<file path="src/rtl/dcso_regs.svh">
`ifndef DCSO_REGS_SVH
`define DCSO_REGS_SVH

// ----------------------------------------------------------------------
// Object dictionary indices
// ----------------------------------------------------------------------
`define DCSO_IDX_FE_REACTION 16'h3700
`define DCSO_IDX_HW_INFO 16'h4012
`define DCSO_IDX_HW_CONFIG 16'h4013
`define DCSO_IDX_OP_COND 16'h4014

// ----------------------------------------------------------------------
// Subindices and entry counts
// ----------------------------------------------------------------------
`define DCSO_SUB_COUNT 8'h00
`define DCSO_SUB_FIRST 8'h01
`define DCSO_SUB_POWER_RAIL 8'h01
`define DCSO_SUB_LOGIC_RAIL 8'h02
`define DCSO_SUB_BOARD_TEMP 8'h03
`define DCSO_HW_INFO_COUNT 32'h0000_0001
`define DCSO_HW_CONFIG_COUNT 32'h0000_0001
`define DCSO_OP_COND_COUNT 32'h0000_0003

// ----------------------------------------------------------------------
// Reset values, reserved bits and reaction codes
// ----------------------------------------------------------------------
`define DCSO_FE_REACTION_RESET 16'hFFFF
`define DCSO_HW_CONFIG_RESET 32'h0000_0000
`define DCSO_HW_CONFIG_RSVD_BIT 0
`define DCSO_FE_CODE_NONE 16'hFFFF
`define DCSO_FE_CODE_STOP 16'h0000
`define DCSO_FE_CODE_SLOW 16'h0001
`define DCSO_FE_CODE_QUICK 16'h0002

// ----------------------------------------------------------------------
// Timing: request taken to answer, in clock-enabled cycles
// ----------------------------------------------------------------------
`define DCSO_ANSWER_LATENCY 2

`endif

</file>
<file path="src/rtl/dcso_pkg.sv">
package dcso_pkg;

  // Action selected by the following-error reaction code
  typedef enum logic [2:0] {
    DCSO_FE_NONE = 3'b000,
    DCSO_FE_STOP = 3'b001,
    DCSO_FE_SLOW = 3'b010,
    DCSO_FE_QUICK = 3'b011,
    DCSO_FE_RSVD = 3'b100
  } dcso_fe_action_t;

  // Entry addressed by an index and subindex pair
  typedef enum logic [2:0] {
    DCSO_T_NONE = 3'b000,
    DCSO_T_FE = 3'b001,
    DCSO_T_HWI_CNT = 3'b010,
    DCSO_T_HWI_EE = 3'b011,
    DCSO_T_HWC_CNT = 3'b100,
    DCSO_T_HWC_WORD = 3'b101,
    DCSO_T_OPC_CNT = 3'b110,
    DCSO_T_OPC_VAL = 3'b111
  } dcso_target_t;

endpackage : dcso_pkg

</file>
<file path="src/rtl/dcso_mem.sv">
`timescale 1ns/10ps

// Small reading store with a registered read port
module dcso_mem #(
  parameter int WIDTH = 32,
  parameter int DEPTH = 4,
  parameter int AW = 2
) (
  input wire logic clk, // System clock
  input wire logic rst_n, // Asynchronous reset, active low
  input wire logic ce, // Clock enable
  input wire logic we, // Write strobe
  input wire logic [AW-1:0] waddr, // Write address
  input wire logic [WIDTH-1:0] wdata, // Write data
  input wire logic [AW-1:0] raddr, // Read address
  output logic [WIDTH-1:0] rdata // Registered read data
);

  logic [WIDTH-1:0] mem [DEPTH];

  // ----------------------------------------------------------------------
  // Parameter check
  // ----------------------------------------------------------------------
  if (DEPTH > (1 << AW)) begin : g_bad_depth
    $error("dcso_mem: DEPTH does not fit the address width");
  end

  // Storage cleared at reset so readings start at zero
  always_ff @(posedge clk or negedge rst_n) begin
    if (!rst_n) begin
      for (int i = 0; i < DEPTH; i++) begin
        mem[i] <= '0;
      end
    end else if (ce && we) begin
      mem[waddr] <= wdata;
    end
  end

  // Read returns the old word on a same-cycle write
  always_ff @(posedge clk or negedge rst_n) begin
    if (!rst_n) begin
      rdata <= '0;
    end else if (ce) begin
      rdata <= mem[raddr];
    end
  end

endmodule : dcso_mem

</file>
<file path="src/rtl/dcso_bank.sv">
`timescale 1ns/10ps
`include "dcso_regs.svh"

// How it works
// - Reaction -1 none, 0 stop, 1 slow ramp, 2 quick ramp; rest reserved.
// - Reaction code is signed 16-bit read/write, reset to all ones.
// - Hardware information is read-only; its entry count reads one.
// - Hardware information entry one gives EEPROM bytes, zero when absent.
// - Config count is one; word one writable, resets zero, bit 0 reserved.
// - Conditions read-only, count three, readings feed transmit data.
// - Entry one is power rail millivolts, entry two logic rail millivolts.
// - Entry three is board temperature in tenths of a degree.
module dcso_bank #(
  parameter int DATA_W = 32
) (
  input wire logic CLOCK, // System clock, 125 MHz
  input wire logic RSTN, // Asynchronous reset, active low
  input wire logic CE, // Clock enable, freezes all state when low
  input wire logic REQ_VALID, // Access request strobe
  input wire logic REQ_WRITE, // 1 write, 0 read
  input wire logic [15:0] REQ_INDEX, // Object index
  input wire logic [7:0] REQ_SUBINDEX, // Object subindex
  input wire logic [DATA_W-1:0] REQ_WDATA, // Write data
  input wire logic [DATA_W-1:0] EEPROM_BYTES, // Attached EEPROM size
  input wire logic MEAS_VALID, // New reading strobe
  input wire logic [1:0] MEAS_SEL, // Reading subindex, 1 to 3
  input wire logic [DATA_W-1:0] MEAS_DATA, // Reading value
  output logic RSP_VALID, // Answer strobe
  output logic RSP_REFUSED, // Access refused
  output logic [DATA_W-1:0] RSP_RDATA, // Read data
  output logic [15:0] FE_REACTION, // Stored reaction code
  output dcso_pkg::dcso_fe_action_t FE_ACTION, // Decoded reaction
  output logic [DATA_W-1:0] HW_CONFIG, // Configuration word
  output logic [DATA_W-1:0] PDO_SUPPLY_RAIL_POWER_MV, // Power rail, mV
  output logic [DATA_W-1:0] PDO_SUPPLY_RAIL_LOGIC_MV, // Logic rail, mV
  output logic [DATA_W-1:0] PDO_BOARD_TEMP_DC // Board temperature, 0.1 C
);

  // ----------------------------------------------------------------------
  // Parameter check
  // ----------------------------------------------------------------------
  if (DATA_W != 32) begin : g_bad_width
    $error("dcso_bank: entries are 32 bits wide");
  end

  // ----------------------------------------------------------------------
  // Helpers
  // ----------------------------------------------------------------------
  function automatic dcso_pkg::dcso_fe_action_t fe_decode(
    input logic [15:0] code
  );
    dcso_pkg::dcso_fe_action_t act;
    case (code)
      `DCSO_FE_CODE_NONE: act = dcso_pkg::DCSO_FE_NONE;
      `DCSO_FE_CODE_STOP: act = dcso_pkg::DCSO_FE_STOP;
      `DCSO_FE_CODE_SLOW: act = dcso_pkg::DCSO_FE_SLOW;
      `DCSO_FE_CODE_QUICK: act = dcso_pkg::DCSO_FE_QUICK;
      default: act = dcso_pkg::DCSO_FE_RSVD;
    endcase
    return act;
  endfunction : fe_decode

  function automatic dcso_pkg::dcso_target_t target_of(
    input logic [15:0] idx,
    input logic [7:0] sub
  );
    dcso_pkg::dcso_target_t t;
    t = dcso_pkg::DCSO_T_NONE;
    case (idx)
      `DCSO_IDX_FE_REACTION: begin
        if (sub == `DCSO_SUB_COUNT) t = dcso_pkg::DCSO_T_FE;
      end
      `DCSO_IDX_HW_INFO: begin
        if (sub == `DCSO_SUB_COUNT) t = dcso_pkg::DCSO_T_HWI_CNT;
        else if (sub == `DCSO_SUB_FIRST) t = dcso_pkg::DCSO_T_HWI_EE;
      end
      `DCSO_IDX_HW_CONFIG: begin
        if (sub == `DCSO_SUB_COUNT) t = dcso_pkg::DCSO_T_HWC_CNT;
        else if (sub == `DCSO_SUB_FIRST) t = dcso_pkg::DCSO_T_HWC_WORD;
      end
      `DCSO_IDX_OP_COND: begin
        if (sub == `DCSO_SUB_COUNT) t = dcso_pkg::DCSO_T_OPC_CNT;
        else if (sub >= `DCSO_SUB_POWER_RAIL &&
                 sub <= `DCSO_SUB_BOARD_TEMP) t = dcso_pkg::DCSO_T_OPC_VAL;
      end
      default: t = dcso_pkg::DCSO_T_NONE;
    endcase
    return t;
  endfunction : target_of

  // ----------------------------------------------------------------------
  // Request stage
  // ----------------------------------------------------------------------
  logic s1_valid;
  logic s1_write;
  dcso_pkg::dcso_target_t s1_tgt;
  logic [DATA_W-1:0] s1_wdata;
  logic [DATA_W-1:0] meas_rdata;
  logic s1_ro;
  logic s1_rsvd;
  logic fe_we;
  logic hwc_we;

  // Decode once on intake so the answer stage sees a small target code
  always_ff @(posedge CLOCK or negedge RSTN) begin
    if (!RSTN) begin
      s1_valid <= 1'b0;
      s1_write <= 1'b0;
      s1_tgt <= dcso_pkg::DCSO_T_NONE;
      s1_wdata <= '0;
    end else if (CE) begin
      s1_valid <= REQ_VALID;
      s1_write <= REQ_WRITE;
      s1_tgt <= target_of(REQ_INDEX, REQ_SUBINDEX);
      s1_wdata <= REQ_WDATA;
    end
  end

  // Only the reaction code and configuration word take writes
  assign s1_ro = (s1_tgt != dcso_pkg::DCSO_T_FE) &&
                 (s1_tgt != dcso_pkg::DCSO_T_HWC_WORD);
  assign s1_rsvd = fe_decode(s1_wdata[15:0]) == dcso_pkg::DCSO_FE_RSVD;
  assign fe_we = s1_valid && s1_write &&
                 s1_tgt == dcso_pkg::DCSO_T_FE && !s1_rsvd;
  assign hwc_we = s1_valid && s1_write &&
                  s1_tgt == dcso_pkg::DCSO_T_HWC_WORD;

  // ----------------------------------------------------------------------
  // Stored entries
  // ----------------------------------------------------------------------
  // Reaction code and its decoded action move together
  always_ff @(posedge CLOCK or negedge RSTN) begin
    if (!RSTN) begin
      FE_REACTION <= `DCSO_FE_REACTION_RESET;
      FE_ACTION <= dcso_pkg::DCSO_FE_NONE;
    end else if (CE && fe_we) begin
      FE_REACTION <= s1_wdata[15:0];
      FE_ACTION <= fe_decode(s1_wdata[15:0]);
    end
  end

  // Reserved bit is forced low so software cannot set it by accident
  always_ff @(posedge CLOCK or negedge RSTN) begin
    if (!RSTN) begin
      HW_CONFIG <= `DCSO_HW_CONFIG_RESET;
    end else if (CE && hwc_we) begin
      HW_CONFIG <= s1_wdata;
      HW_CONFIG[`DCSO_HW_CONFIG_RSVD_BIT] <= 1'b0;
    end
  end

  // Readings copied to flops that feed the transmit process data
  always_ff @(posedge CLOCK or negedge RSTN) begin
    if (!RSTN) begin
      PDO_SUPPLY_RAIL_POWER_MV <= '0;
      PDO_SUPPLY_RAIL_LOGIC_MV <= '0;
      PDO_BOARD_TEMP_DC <= '0;
    end else if (CE && MEAS_VALID) begin
      case (MEAS_SEL)
        2'h1: PDO_SUPPLY_RAIL_POWER_MV <= MEAS_DATA;
        2'h2: PDO_SUPPLY_RAIL_LOGIC_MV <= MEAS_DATA;
        2'h3: PDO_BOARD_TEMP_DC <= MEAS_DATA;
        default: ;
      endcase
    end
  end

  // Reading store addressed by subindex; slot zero is unused
  dcso_mem #(
    .WIDTH(DATA_W),
    .DEPTH(4),
    .AW(2)
  ) u_meas (
    .clk(CLOCK),
    .rst_n(RSTN),
    .ce(CE),
    .we(MEAS_VALID && MEAS_SEL != 2'h0),
    .waddr(MEAS_SEL),
    .wdata(MEAS_DATA),
    .raddr(REQ_SUBINDEX[1:0]),
    .rdata(meas_rdata)
  );

  // ----------------------------------------------------------------------
  // Answer stage
  // ----------------------------------------------------------------------
  logic [DATA_W-1:0] next_rdata;
  logic next_refused;

  // Read mux; unknown entries and illegal writes are refused
  always_comb begin
    next_rdata = '0;
    next_refused = 1'b0;
    case (s1_tgt)
      dcso_pkg::DCSO_T_FE: next_rdata = {{16{FE_REACTION[15]}}, FE_REACTION};
      dcso_pkg::DCSO_T_HWI_CNT: next_rdata = `DCSO_HW_INFO_COUNT;
      dcso_pkg::DCSO_T_HWI_EE: next_rdata = EEPROM_BYTES;
      dcso_pkg::DCSO_T_HWC_CNT: next_rdata = `DCSO_HW_CONFIG_COUNT;
      dcso_pkg::DCSO_T_HWC_WORD: next_rdata = HW_CONFIG;
      dcso_pkg::DCSO_T_OPC_CNT: next_rdata = `DCSO_OP_COND_COUNT;
      dcso_pkg::DCSO_T_OPC_VAL: next_rdata = meas_rdata;
      default: next_refused = 1'b1;
    endcase
    if (s1_write &&
        (s1_ro || (s1_tgt == dcso_pkg::DCSO_T_FE && s1_rsvd))) begin
      next_refused = 1'b1;
    end
    if (s1_write) begin
      next_rdata = '0;
    end
  end

  always_ff @(posedge CLOCK or negedge RSTN) begin
    if (!RSTN) begin
      RSP_VALID <= 1'b0;
      RSP_REFUSED <= 1'b0;
      RSP_RDATA <= '0;
    end else if (CE) begin
      RSP_VALID <= s1_valid;
      RSP_REFUSED <= s1_valid && next_refused;
      RSP_RDATA <= s1_valid ? next_rdata : '0;
    end
  end
endmodule : dcso_bank

</file>
<file path="config.mk">
export PLATFORM = sky130hd
export DESIGN_NAME = dcso_bank
export DESIGN_NICKNAME = d
export VERILOG_FILES = /design/src/rtl/dcso_pkg.sv /design/src/rtl/dcso_mem.sv /design/src/rtl/dcso_bank.sv
export VERILOG_INCLUDE_DIRS = /design/src /design/src/rtl
export SDC_FILE = /design/constraint.sdc
export NUM_CORES = 1
export LEC_CHECK = 0
export ABC_CLOCK_PERIOD_IN_PS = 3200
export BUFFER_PORTS_ARGS = -buffer_cell sky130_fd_sc_hd__buf_2
export CORE_MARGIN = 3
export CORE_UTILIZATION = 59
export DETAILED_ROUTE_END_ITERATION = 8
export GPL_TIMING_DRIVEN = 0
export PLACE_DENSITY = 0.85
export SLEW_MARGIN = 40
export SYNTH_ARGS = -nofsm -noshare
export SYNTH_HDL_FRONTEND = slang
export SYNTH_SLANG_ARGS = --single-unit
export TNS_END_PERCENT = 5
</file>
<file path="constraint.sdc">
create_clock -name CLOCK -period 3.2 [get_ports CLOCK]
set_clock_uncertainty 0.05 [all_clocks]
set_input_delay 0.96 -clock CLOCK [delete_from_list [all_inputs] [get_ports CLOCK]]
set_output_delay 0.96 -clock CLOCK [all_outputs]
set_load 0.02 [all_outputs]
</file>
# --- Yosys cells after proc, flatten, opt, wreduce, memory -nomap -nowiden ---
# Cells that the tools add are included.
word_totals:
  regBits: 377
  inputBits: 128
  out_inout_bits: 181
  wordCells: 91
classes:
  order_cmp: 5
  n_eq_ne: 21
  n_mux: 20
  bitwise_logic: 2
  reduce_logical: 25
ops:
  columns: ["cell", "n"]
  rows:
  - ["32-bit one-hot mux with 6 select lines", 1]
  - ["32-bit 2-to-1 mux", 5]
  - ["128-bit bitwise mux", 1]
  - ["32-bit binary-select mux with 2-bit select", 1]
  - ["32-bit demux with 2-bit select", 1]
  - ["16-bit by 15-bit equality test with 1-bit output, second input constant", 3]
  - ["3-bit one-hot mux with 4 select lines", 2]
  - ["16-bit by 1-bit equality test with 1-bit output, second input constant", 1]
  - ["16-bit by 14-bit equality test with 1-bit output, second input constant", 1]
  - ["16-bit equality test, second input constant", 1]
  - ["16-bit by 2-bit equality test with 1-bit output, second input constant", 1]
  - ["16-bit zero test", 1]
  - ["3-bit equality test, second input constant", 5]
  - ["1-bit logical AND", 15]
  - ["3-bit 2-to-1 mux", 4]
  - ["8-bit by 1-bit equality test with 1-bit output, second input constant", 1]
  - ["8-bit by 1-bit >= comparator with 1-bit output, second input constant", 1]
  - ["8-bit by 2-bit less-or-equal comparator with 1-bit output, second input constant", 1]
  - ["8-bit zero test", 1]
  - ["7-bit OR reduction", 1]
  - ["3-bit by 2-bit equality test with 1-bit output, second input constant", 2]
  - ["3-bit >= comparator, second input constant", 2]
  - ["2-bit inverter with 3-bit output", 2]
  - ["2-bit AND reduction", 3]
  - ["12 further kinds", 16]

# --- Logic depth before layout (Yosys ltp) ---
# Gate-level depths: netlist of the first run.
depth:
  word_depth: 8
  ltp_mapped: 7
  mapped_depth_nobuf: 4

# --- Hierarchy ---
# A second synthesis of the first run with hierarchy kept.
unflattened:
  hier_cells: 1084
  area_unflattened_um2: 15922.8
modules_own_cells:
  columns: ["mod", "instances", "cells_each", "area_each_um2", "seq_area_each_um2"]
  rows:
  - ["dcso_bank", 1, 632, 9018.6, 5450.2]
  - ["dcso_mem", 1, 452, 6904.1, 4003.8]

# --- Least setup slack after synthesis of the first run ---
# No wires, ideal clock.
synth_timing:
  path_type: "input to register"
  start: "input port REQ_SUBINDEX[0]"
  end: "register u_meas.rdata[10]"
  setup_ns: 0.125
  arrival_ns: 2.316
  t_required_ns: 3.025
  setup_slack_ns: 0.710
  stages: 4
  n_path_buf: 2
  path_cell_list: "clkbuf_1 > buf_2 > mux4_2 > mux2_2"
synth_between:
  elab_chain_cells: 4
synth_lines:
  columns: ["element", "line", "source"]
  rows:
  - ["start: declaration", "dcso_bank.sv:22", "input wire logic [7:0] REQ_SUBINDEX,"]
  - ["2-bit inverter with 3-bit output (not written as such)", "dcso_mem.sv:44", "rdata <= mem[raddr];"]
  - ["32-bit binary-select mux with 2-bit select", "dcso_mem.sv:44", null]
  - ["32-bit 2-to-1 mux (not written as such) (2 in a row)", "dcso_mem.sv:44", null]
  - ["end signal: assignment", "dcso_mem.sv:44", null]
  - ["end: declaration", "dcso_mem.sv:16", "output logic [WIDTH-1:0] rdata"]
# Every way passes these cells. The select of a mux whose other input is x is not followed.
# A chain may end at the register's enable or synchronous reset.

# --- Final worst setup path of the first run ---
layout_timing:
  start: "input port CE"
  end: "register PDO_BOARD_TEMP_DC[14]"
layout_between:
  elab_chain_cells: 2
layout_lines:
  columns: ["element", "line", "source"]
  rows:
  - ["start: declaration", "dcso_bank.sv:18", "input wire logic CE,"]
  - ["1-bit logical AND", "dcso_bank.sv:158", "end else if (CE && MEAS_VALID) begin"]
  - ["2-bit AND reduction (no source line)", null, null]
  - ["end signal: assignment", "dcso_bank.sv:157", "PDO_BOARD_TEMP_DC <= '0;"]
  - ["end signal: assignment", "dcso_bank.sv:162", "2'h3: PDO_BOARD_TEMP_DC <= MEAS_DATA;"]
  - ["end: declaration", "dcso_bank.sv:36", "output logic [DATA_W-1:0] PDO_BOARD_TEMP_DC"]
# Every way passes these cells.

==> results.yml, run 1 <==
outcome:
  status: "finished, final reports clean"
cts:
  postCtsSetupBuffers: 0
  cts_buffers: 38
  cts_hold_buf: 0
  ctsLongestPathBuffers: 3
  cts_tree: "yes"
  clk_latency_ns: 0.52
  root_buffer: "clkbuf_16"
  path_clk_slew_ns: 0.06
  clkSinkCount: 377
  cts-htree-levels: 2
  post_cts_resized: 0
critical_path:
  r2r-start: "s1_tgt[1]"
  crit_start: "CE"
  cp_slowest_stage_delay_ns: 0.55
  critPathLaunchType: "primary input"
  path_delay_family: "buffers and inverters"
  cp_max_fo: 10
  critPathSlowestCell: "clkbuf_1"
  required_ns: 3.60
  cp.arrival_ns: 3.26
  worst-setup-path-type: "in -> reg"
  crit_buf_inv: 3
  end_kind: "register"
  cp_cell_sequence: "buf_2 -> clkbuf_1 -> nand3_1 -> nor2_1 -> clkbuf_1 -> nand2_1 -> nand2_1"
global_routing:
  overflow: 0
  grt_first_pass_wirelength_um: 62800
  first_global_vias: 11700
  grt_max_degree: 80
  grt_usage_pct: 30.0
  antenna_found_initial: 4
synthesis:
  synth_compound_area_share_pct: 5.52
  synth_top_cell_area_share_pct: 60.2
  netlist_area_sq_um: 15000
  yosys-mux-area-fraction_pct: 12.5
  ys_top_cells_by_area: "dfrtp_1 (60%), nand2_1 (13%), mux2_2 (7.3%), mux4_2 (4.8%), dfstp_2 (2.8%)"
  synthDistinctLibCells: 45
  ys_ff_latch: 377
  synth_flop_cell: "dfrtp_1"
  synthAdderAreaFrac_pct: 0
  synth-seq-area-share_pct: 63.0
  yosys.area_share.simple_pct: 15.6
  synth_top_family_by_area: "simple AND/OR/NAND/NOR gates"
  postSynthAreaPerCell_sq_um: 11.3
  yosysTopAreaCell: "dfrtp_1"
  yosys_warnings: 0
  synth-edff-count: 0
  synthXorXnorAreaFrac_pct: 0.0584
  synthCells: 1325
  syn_nets: 1453
  async_flop_share_pct: 100
cells_and_area:
  multiInputGateArea_sq_um: 5050
  area_growth_pct: 22.1
  fillers: 1641
  drive_gt1_share_pct: 31.4
  nNetsFinal: 1803
  ff_latch_area_sq_um: 9450
  fin_util_pct: 74.2
detailed_routing:
  drt_wl_total_um: 41300
  drtIter0Drc: 1058
  first_pass_iters: 7
  via_count: 11500
  wl_per_cell_um: 20.4
  via_per_inst: 5.70
  drc: 0
  ant_nets: 0
placement:
  dp_slack_ns: -0.0987
  hpwl_um: 29700
  portBuffers: 305
  gp_congestion: 0.859
power_and_ir_drop:
  leakage_nw: 9.85
  ir_drop_v: 0.000475
  total_power_mw: 11.7
  power_density_nw_per_um2: 641
timing:
  setup_viol: 0
  relSlewSlack_pct: 46.9
  finalCritPeriodShare_pct: 89.2
  setup_tns_ns: 0
  tightest_slew_ns: 0.797
  drv_slew: 0
  finalHoldViolCount: 0
  rsz0062_at_grt: "false"
  fin_crit_ns: 2.86
  fin_ws_ns: 0.344
  fmax_mhz: 350
die:
  die_area_sq_um: 27400
  rows: 57
  initial_core_util_pct: 60.8
  core_area_sq_um: 24700
  die_x_um: 165
  num_io_pins: 309
  die_h_um: 165
worst_hold_path:
  min_path_type: "in -> async"
run:
  drv_cap: 0
logic make-up after synthesis:
kind of cell / after synthesis
DFF: 377
and+or+nand+nor: 581
xor gates and xnor gates: 1
buffers and inverters: 127
muxes: 133
other: 1
AOI/OAI and AO/OA: 105
Yosys cell counts, types with 3 or more instances:
master     instances
o21ai_0           18
a22o_1            31
inv_1             21
a21oi_1            4
mux2_4             3
buf_2              9
and3_1             5
nand2_1          505
clkbuf_1          94
nand3_1           19
dfrtp_1          361
nor4_1             4
nand4_1           11
nor2_1            14
nor3_1             6
mux4_2            32
o2bb2ai_1         15
mux2_2            97
a221oi_1          14
dfstp_2           16
a22oi_1           18
flip-flops by register name, indices dropped and copies added (netlist names):
register and flops:
PDO_BOARD_TEMP_DC 32, u_meas.mem 128, FE_ACTION 3, s1_wdata 32
s1_write 1, u_meas.rdata 32, RSP_REFUSED 1, s1_valid 1
PDO_SUPPLY_RAIL_POWER_MV 32, RSP_VALID 1, RSP_RDATA 32, FE_REACTION 16
PDO_SUPPLY_RAIL_LOGIC_MV 32, HW_CONFIG 31, s1_tgt 3
cell type report:
class,instances,share of cell area [%]
clock inverters,9,0.560
well taps,324,2.21
repair buffers,310,9.10
flip-flops and latches,377,51.6
clock buffers,55,6.15
plain buffers,105,2.28
diodes,1,0.0137
multi-input cells,821,27.6
inverters,22,0.451
stage by stage:
stage,hold slack (ns),instances,instance area [sq um]
5_1_grt,0.309,2024,18300
4_1_cts,0.298,2023,18300
3_5_place_dp,0.394,1959,17100
6_report,0.292,2024,18300
2_1_floorplan,0.375,1325,15000
3_3_place_gp,0.385,1954,16900
power breakdown:
part	leakage [nW]	internal (mW)	switching [mW]	total [mW]
registers	4.82	5.35	0.356	5.71
clock network	0.610	2.60	1.81	4.41
logic	4.42	0.627	0.992	1.62
cell usage in the layout (no fill, tap or decap), types with 2 or more instances in the layout:
cell / count
a21oi_1: 4
a221oi_1: 14
a22o_1: 31
a22oi_1: 18
and2_1: 2
and3_1: 5
and3b_1: 2
buf_16: 4
buf_2: 313
bufinv_16: 2
clkbuf_1: 101
clkbuf_16: 39
clkbuf_8: 9
clkinv_2: 5
dfrtp_1: 361
dfstp_2: 16
inv_1: 21
mux2_2: 97
mux2_4: 3
mux4_2: 32
nand2_1: 505
nand3_1: 19
nand4_1: 11
nor2_1: 14
nor3_1: 5
nor4_1: 4
o21ai_0: 18
o2bb2ai_1: 15
or2_2: 2
or3_1: 2
layer usage:
metal / part of all wire, % / GRT usage [%]
met3: 8.4 / 6.59
met5: 0.20 / 1.33
met1: 40 / 40.1
met2: 48 / 49.3
met4: 2.9 / 10.1
worst paths after layout:
check,slack (ns),cells after the start,end
worst max-delay path,0.34,7,PDO_BOARD_TEMP_DC[14]
worst min-delay path,0.29,1,HW_CONFIG[22]
worst max register to register,0.89,7,HW_CONFIG[26]
worst min register to register,0.41,1,u_meas.mem[99]
max in group asynchronous,1.75,3,PDO_BOARD_TEMP_DC[4]
min in group CLOCK,0.41,1,u_meas.mem[99]
worst reg2reg max path, stage by stage, from the launching register on:
cell	delay, ns
dfrtp_1	0.37
buf_2	0.18
and3b_1	0.21
clkbuf_1	0.27
and2_1	0.18
clkbuf_1	0.23
buf_2	0.34
mux2_2	0.39
Power figures use the tool's default switching activity.
==> inputs of run 2 (changes only) <==
CORE_UTILIZATION = 61   (was 59)
CTS_BUF_LIST = sky130_fd_sc_hd__clkbuf_8   (was default)
PLACE_DENSITY = 0.88   (was 0.85)
==> results.yml, run 2 (synthesis gave the netlist of run 1 again) <==
critical_path:
  r2r-end: "HW_CONFIG[30]"
  crit_start: "CE"
  crit_cells: 7
  end_kind: "register"
  critPathLaunchType: "primary input"
  critPathSlowestCell: "clkbuf_1"
  cp_slowest_stage_delay_ns: 0.57
  required_ns: 3.67
  cp_cell_sequence: "buf_2 -> clkbuf_1 -> nand3_1 -> nor2_1 -> clkbuf_1 -> nand2_1 -> nand2_1"
  cp.arrival_ns: 3.20
  critPathCapture: "u_meas.mem[26]"
  reg2reg_depth: 7
  worst-setup-path-type: "in -> reg"
  cp_max_fo: 10
  path_delay_family: "buffers and inverters"
  crit_buf_inv: 3
  r2r_slack_ns: 0.80
  r2r-start: "s1_tgt[1]"
worst_hold_path:
  min_path_type: "in -> async"
timing:
  tightest_slew_ns: 0.769
  rsz0062_at_grt: "false"
  relSlewSlack_pct: 48.3
  setup_viol: 0
  finalCritPeriodShare_pct: 85.3
  finalHoldViolCount: 0
  holdWs_ns: 0.166
  fin_crit_ns: 2.73
  fmax_mhz: 366
  drv_slew: 0
die:
  die_x_um: 163
  num_io_pins: 309
  die_h_um: 163
  die_area_sq_um: 26500
  initial_core_util_pct: 63.0
  rows: 56
  core_area_sq_um: 23800
cells_and_area:
  finalInstanceArea_sq_um: 18300
  largest_reg_flops: 128
  fillers: 1523
  final_common_cell: "nand2_1"
  drive_gt1_share_pct: 32.2
  layout_common_cells: "nand2_1 (505), dfrtp_1 (361), buf_2 (313)"
  top_register: "u_meas.mem"
  nNetsFinal: 1822
  area_growth_pct: 21.7
detailed_routing:
  drtIter0Drc: 959
  wl_per_cell_um: 20.5
  via_count: 11800
  first_pass_iters: 6
  drt_wl_total_um: 42300
  via_per_inst: 5.73
  ant_nets: 0
  drc: 0
outcome:
  status: "finished, final reports clean"
cts:
  postCtsSetupBuffers: 0
  root_buffer: "clkbuf_8"
  path_clk_slew_ns: 0.07
  cts-htree-levels: 2
  cts_hold_buf: 0
  post_cts_resized: 0
  cts_buffers: 57
  clk_latency_ns: 0.59
  cts_tree: "yes"
  ctsLongestPathBuffers: 3
  clkSinkCount: 377
placement:
  hpwl_um: 30700
  place_area_sq_um: 17100
  portBuffers: 305
  gp_congestion: 0.881
global_routing:
  first_global_vias: 12200
  overflow: 0
  antenna_found_initial: 6
  grt_usage_pct: 32.1
  grt_max_degree: 78
  grt_first_pass_wirelength_um: 65600
power_and_ir_drop:
  leakage_nw: 9.93
  power_density_nw_per_um2: 624
  ir_drop_v: 0.000458
run:
  drv_cap: 0
[run 2: final cells by class]
cell class	instances	area, sq um	area share, %
plain buffers	105	417	2.28
clock inverters	29	176	0.966
diodes	1	2.50	0.0137
inverters	22	82.6	0.452
flip-flops and latches	377	9450	51.8
multi-input cells	821	5050	27.7
well taps	319	399	2.19
repair buffers	310	1670	9.17
clock buffers	73	1000	5.50
[run 2: worst min-delay path by stage]
stage	endpoint	slack [ns]	cells past startpoint
detailed placement	u_meas.mem[112]	0.40	1
global route	HW_CONFIG[22]	0.17	1
floorplan	u_meas.mem[100]	0.37	1
CTS	RSP_RDATA[27]	0.15	1
finish	RSP_RDATA[27]	0.17	1
global placement	u_meas.mem[98]	0.38	1
[run 2: layer usage]
metal | vias up | part of all wire, % | track usage [%]
li1 | 5173 | - | -
met1 | 5909 | 40 | 41.9
met5 | - | 0.16 | 0
met4 | 10 | 3.1 | 11.3
met3 | 114 | 8.8 | 8.14
met2 | 582 | 49 | 52.9
[run 2: through the flow]
| step | instances | TNS [ns] | util [%] | total power [mW] | worst slack [ns] |
|---|---|---|---|---|---|
| after CTS | 2056 | 0 | 76.6 | 11.4 | 0.492 |
| after detailed placement | 1954 | -3.09 | 71.7 | 7.41 | -0.102 |
| after global placement | 1949 | -2140.10 | 71.0 | 7.28 | -5.81 |
| after global routing | 2057 | 0 | 76.7 | 11.8 | 0.300 |
| final | 2057 | 0 | 76.7 | 11.4 | 0.469 |
| after floorplan | 1325 | 0 | - | 6.63 | 0.710 |
[run 2: power breakdown]
| group | switching [mW] | internal (mW) |
|---|---|---|
| clock | 1.85 | 2.20 |
| combinational | 0.991 | 0.628 |
| sequential | 0.363 | 5.36 |
| total | 3.20 | 8.19 |
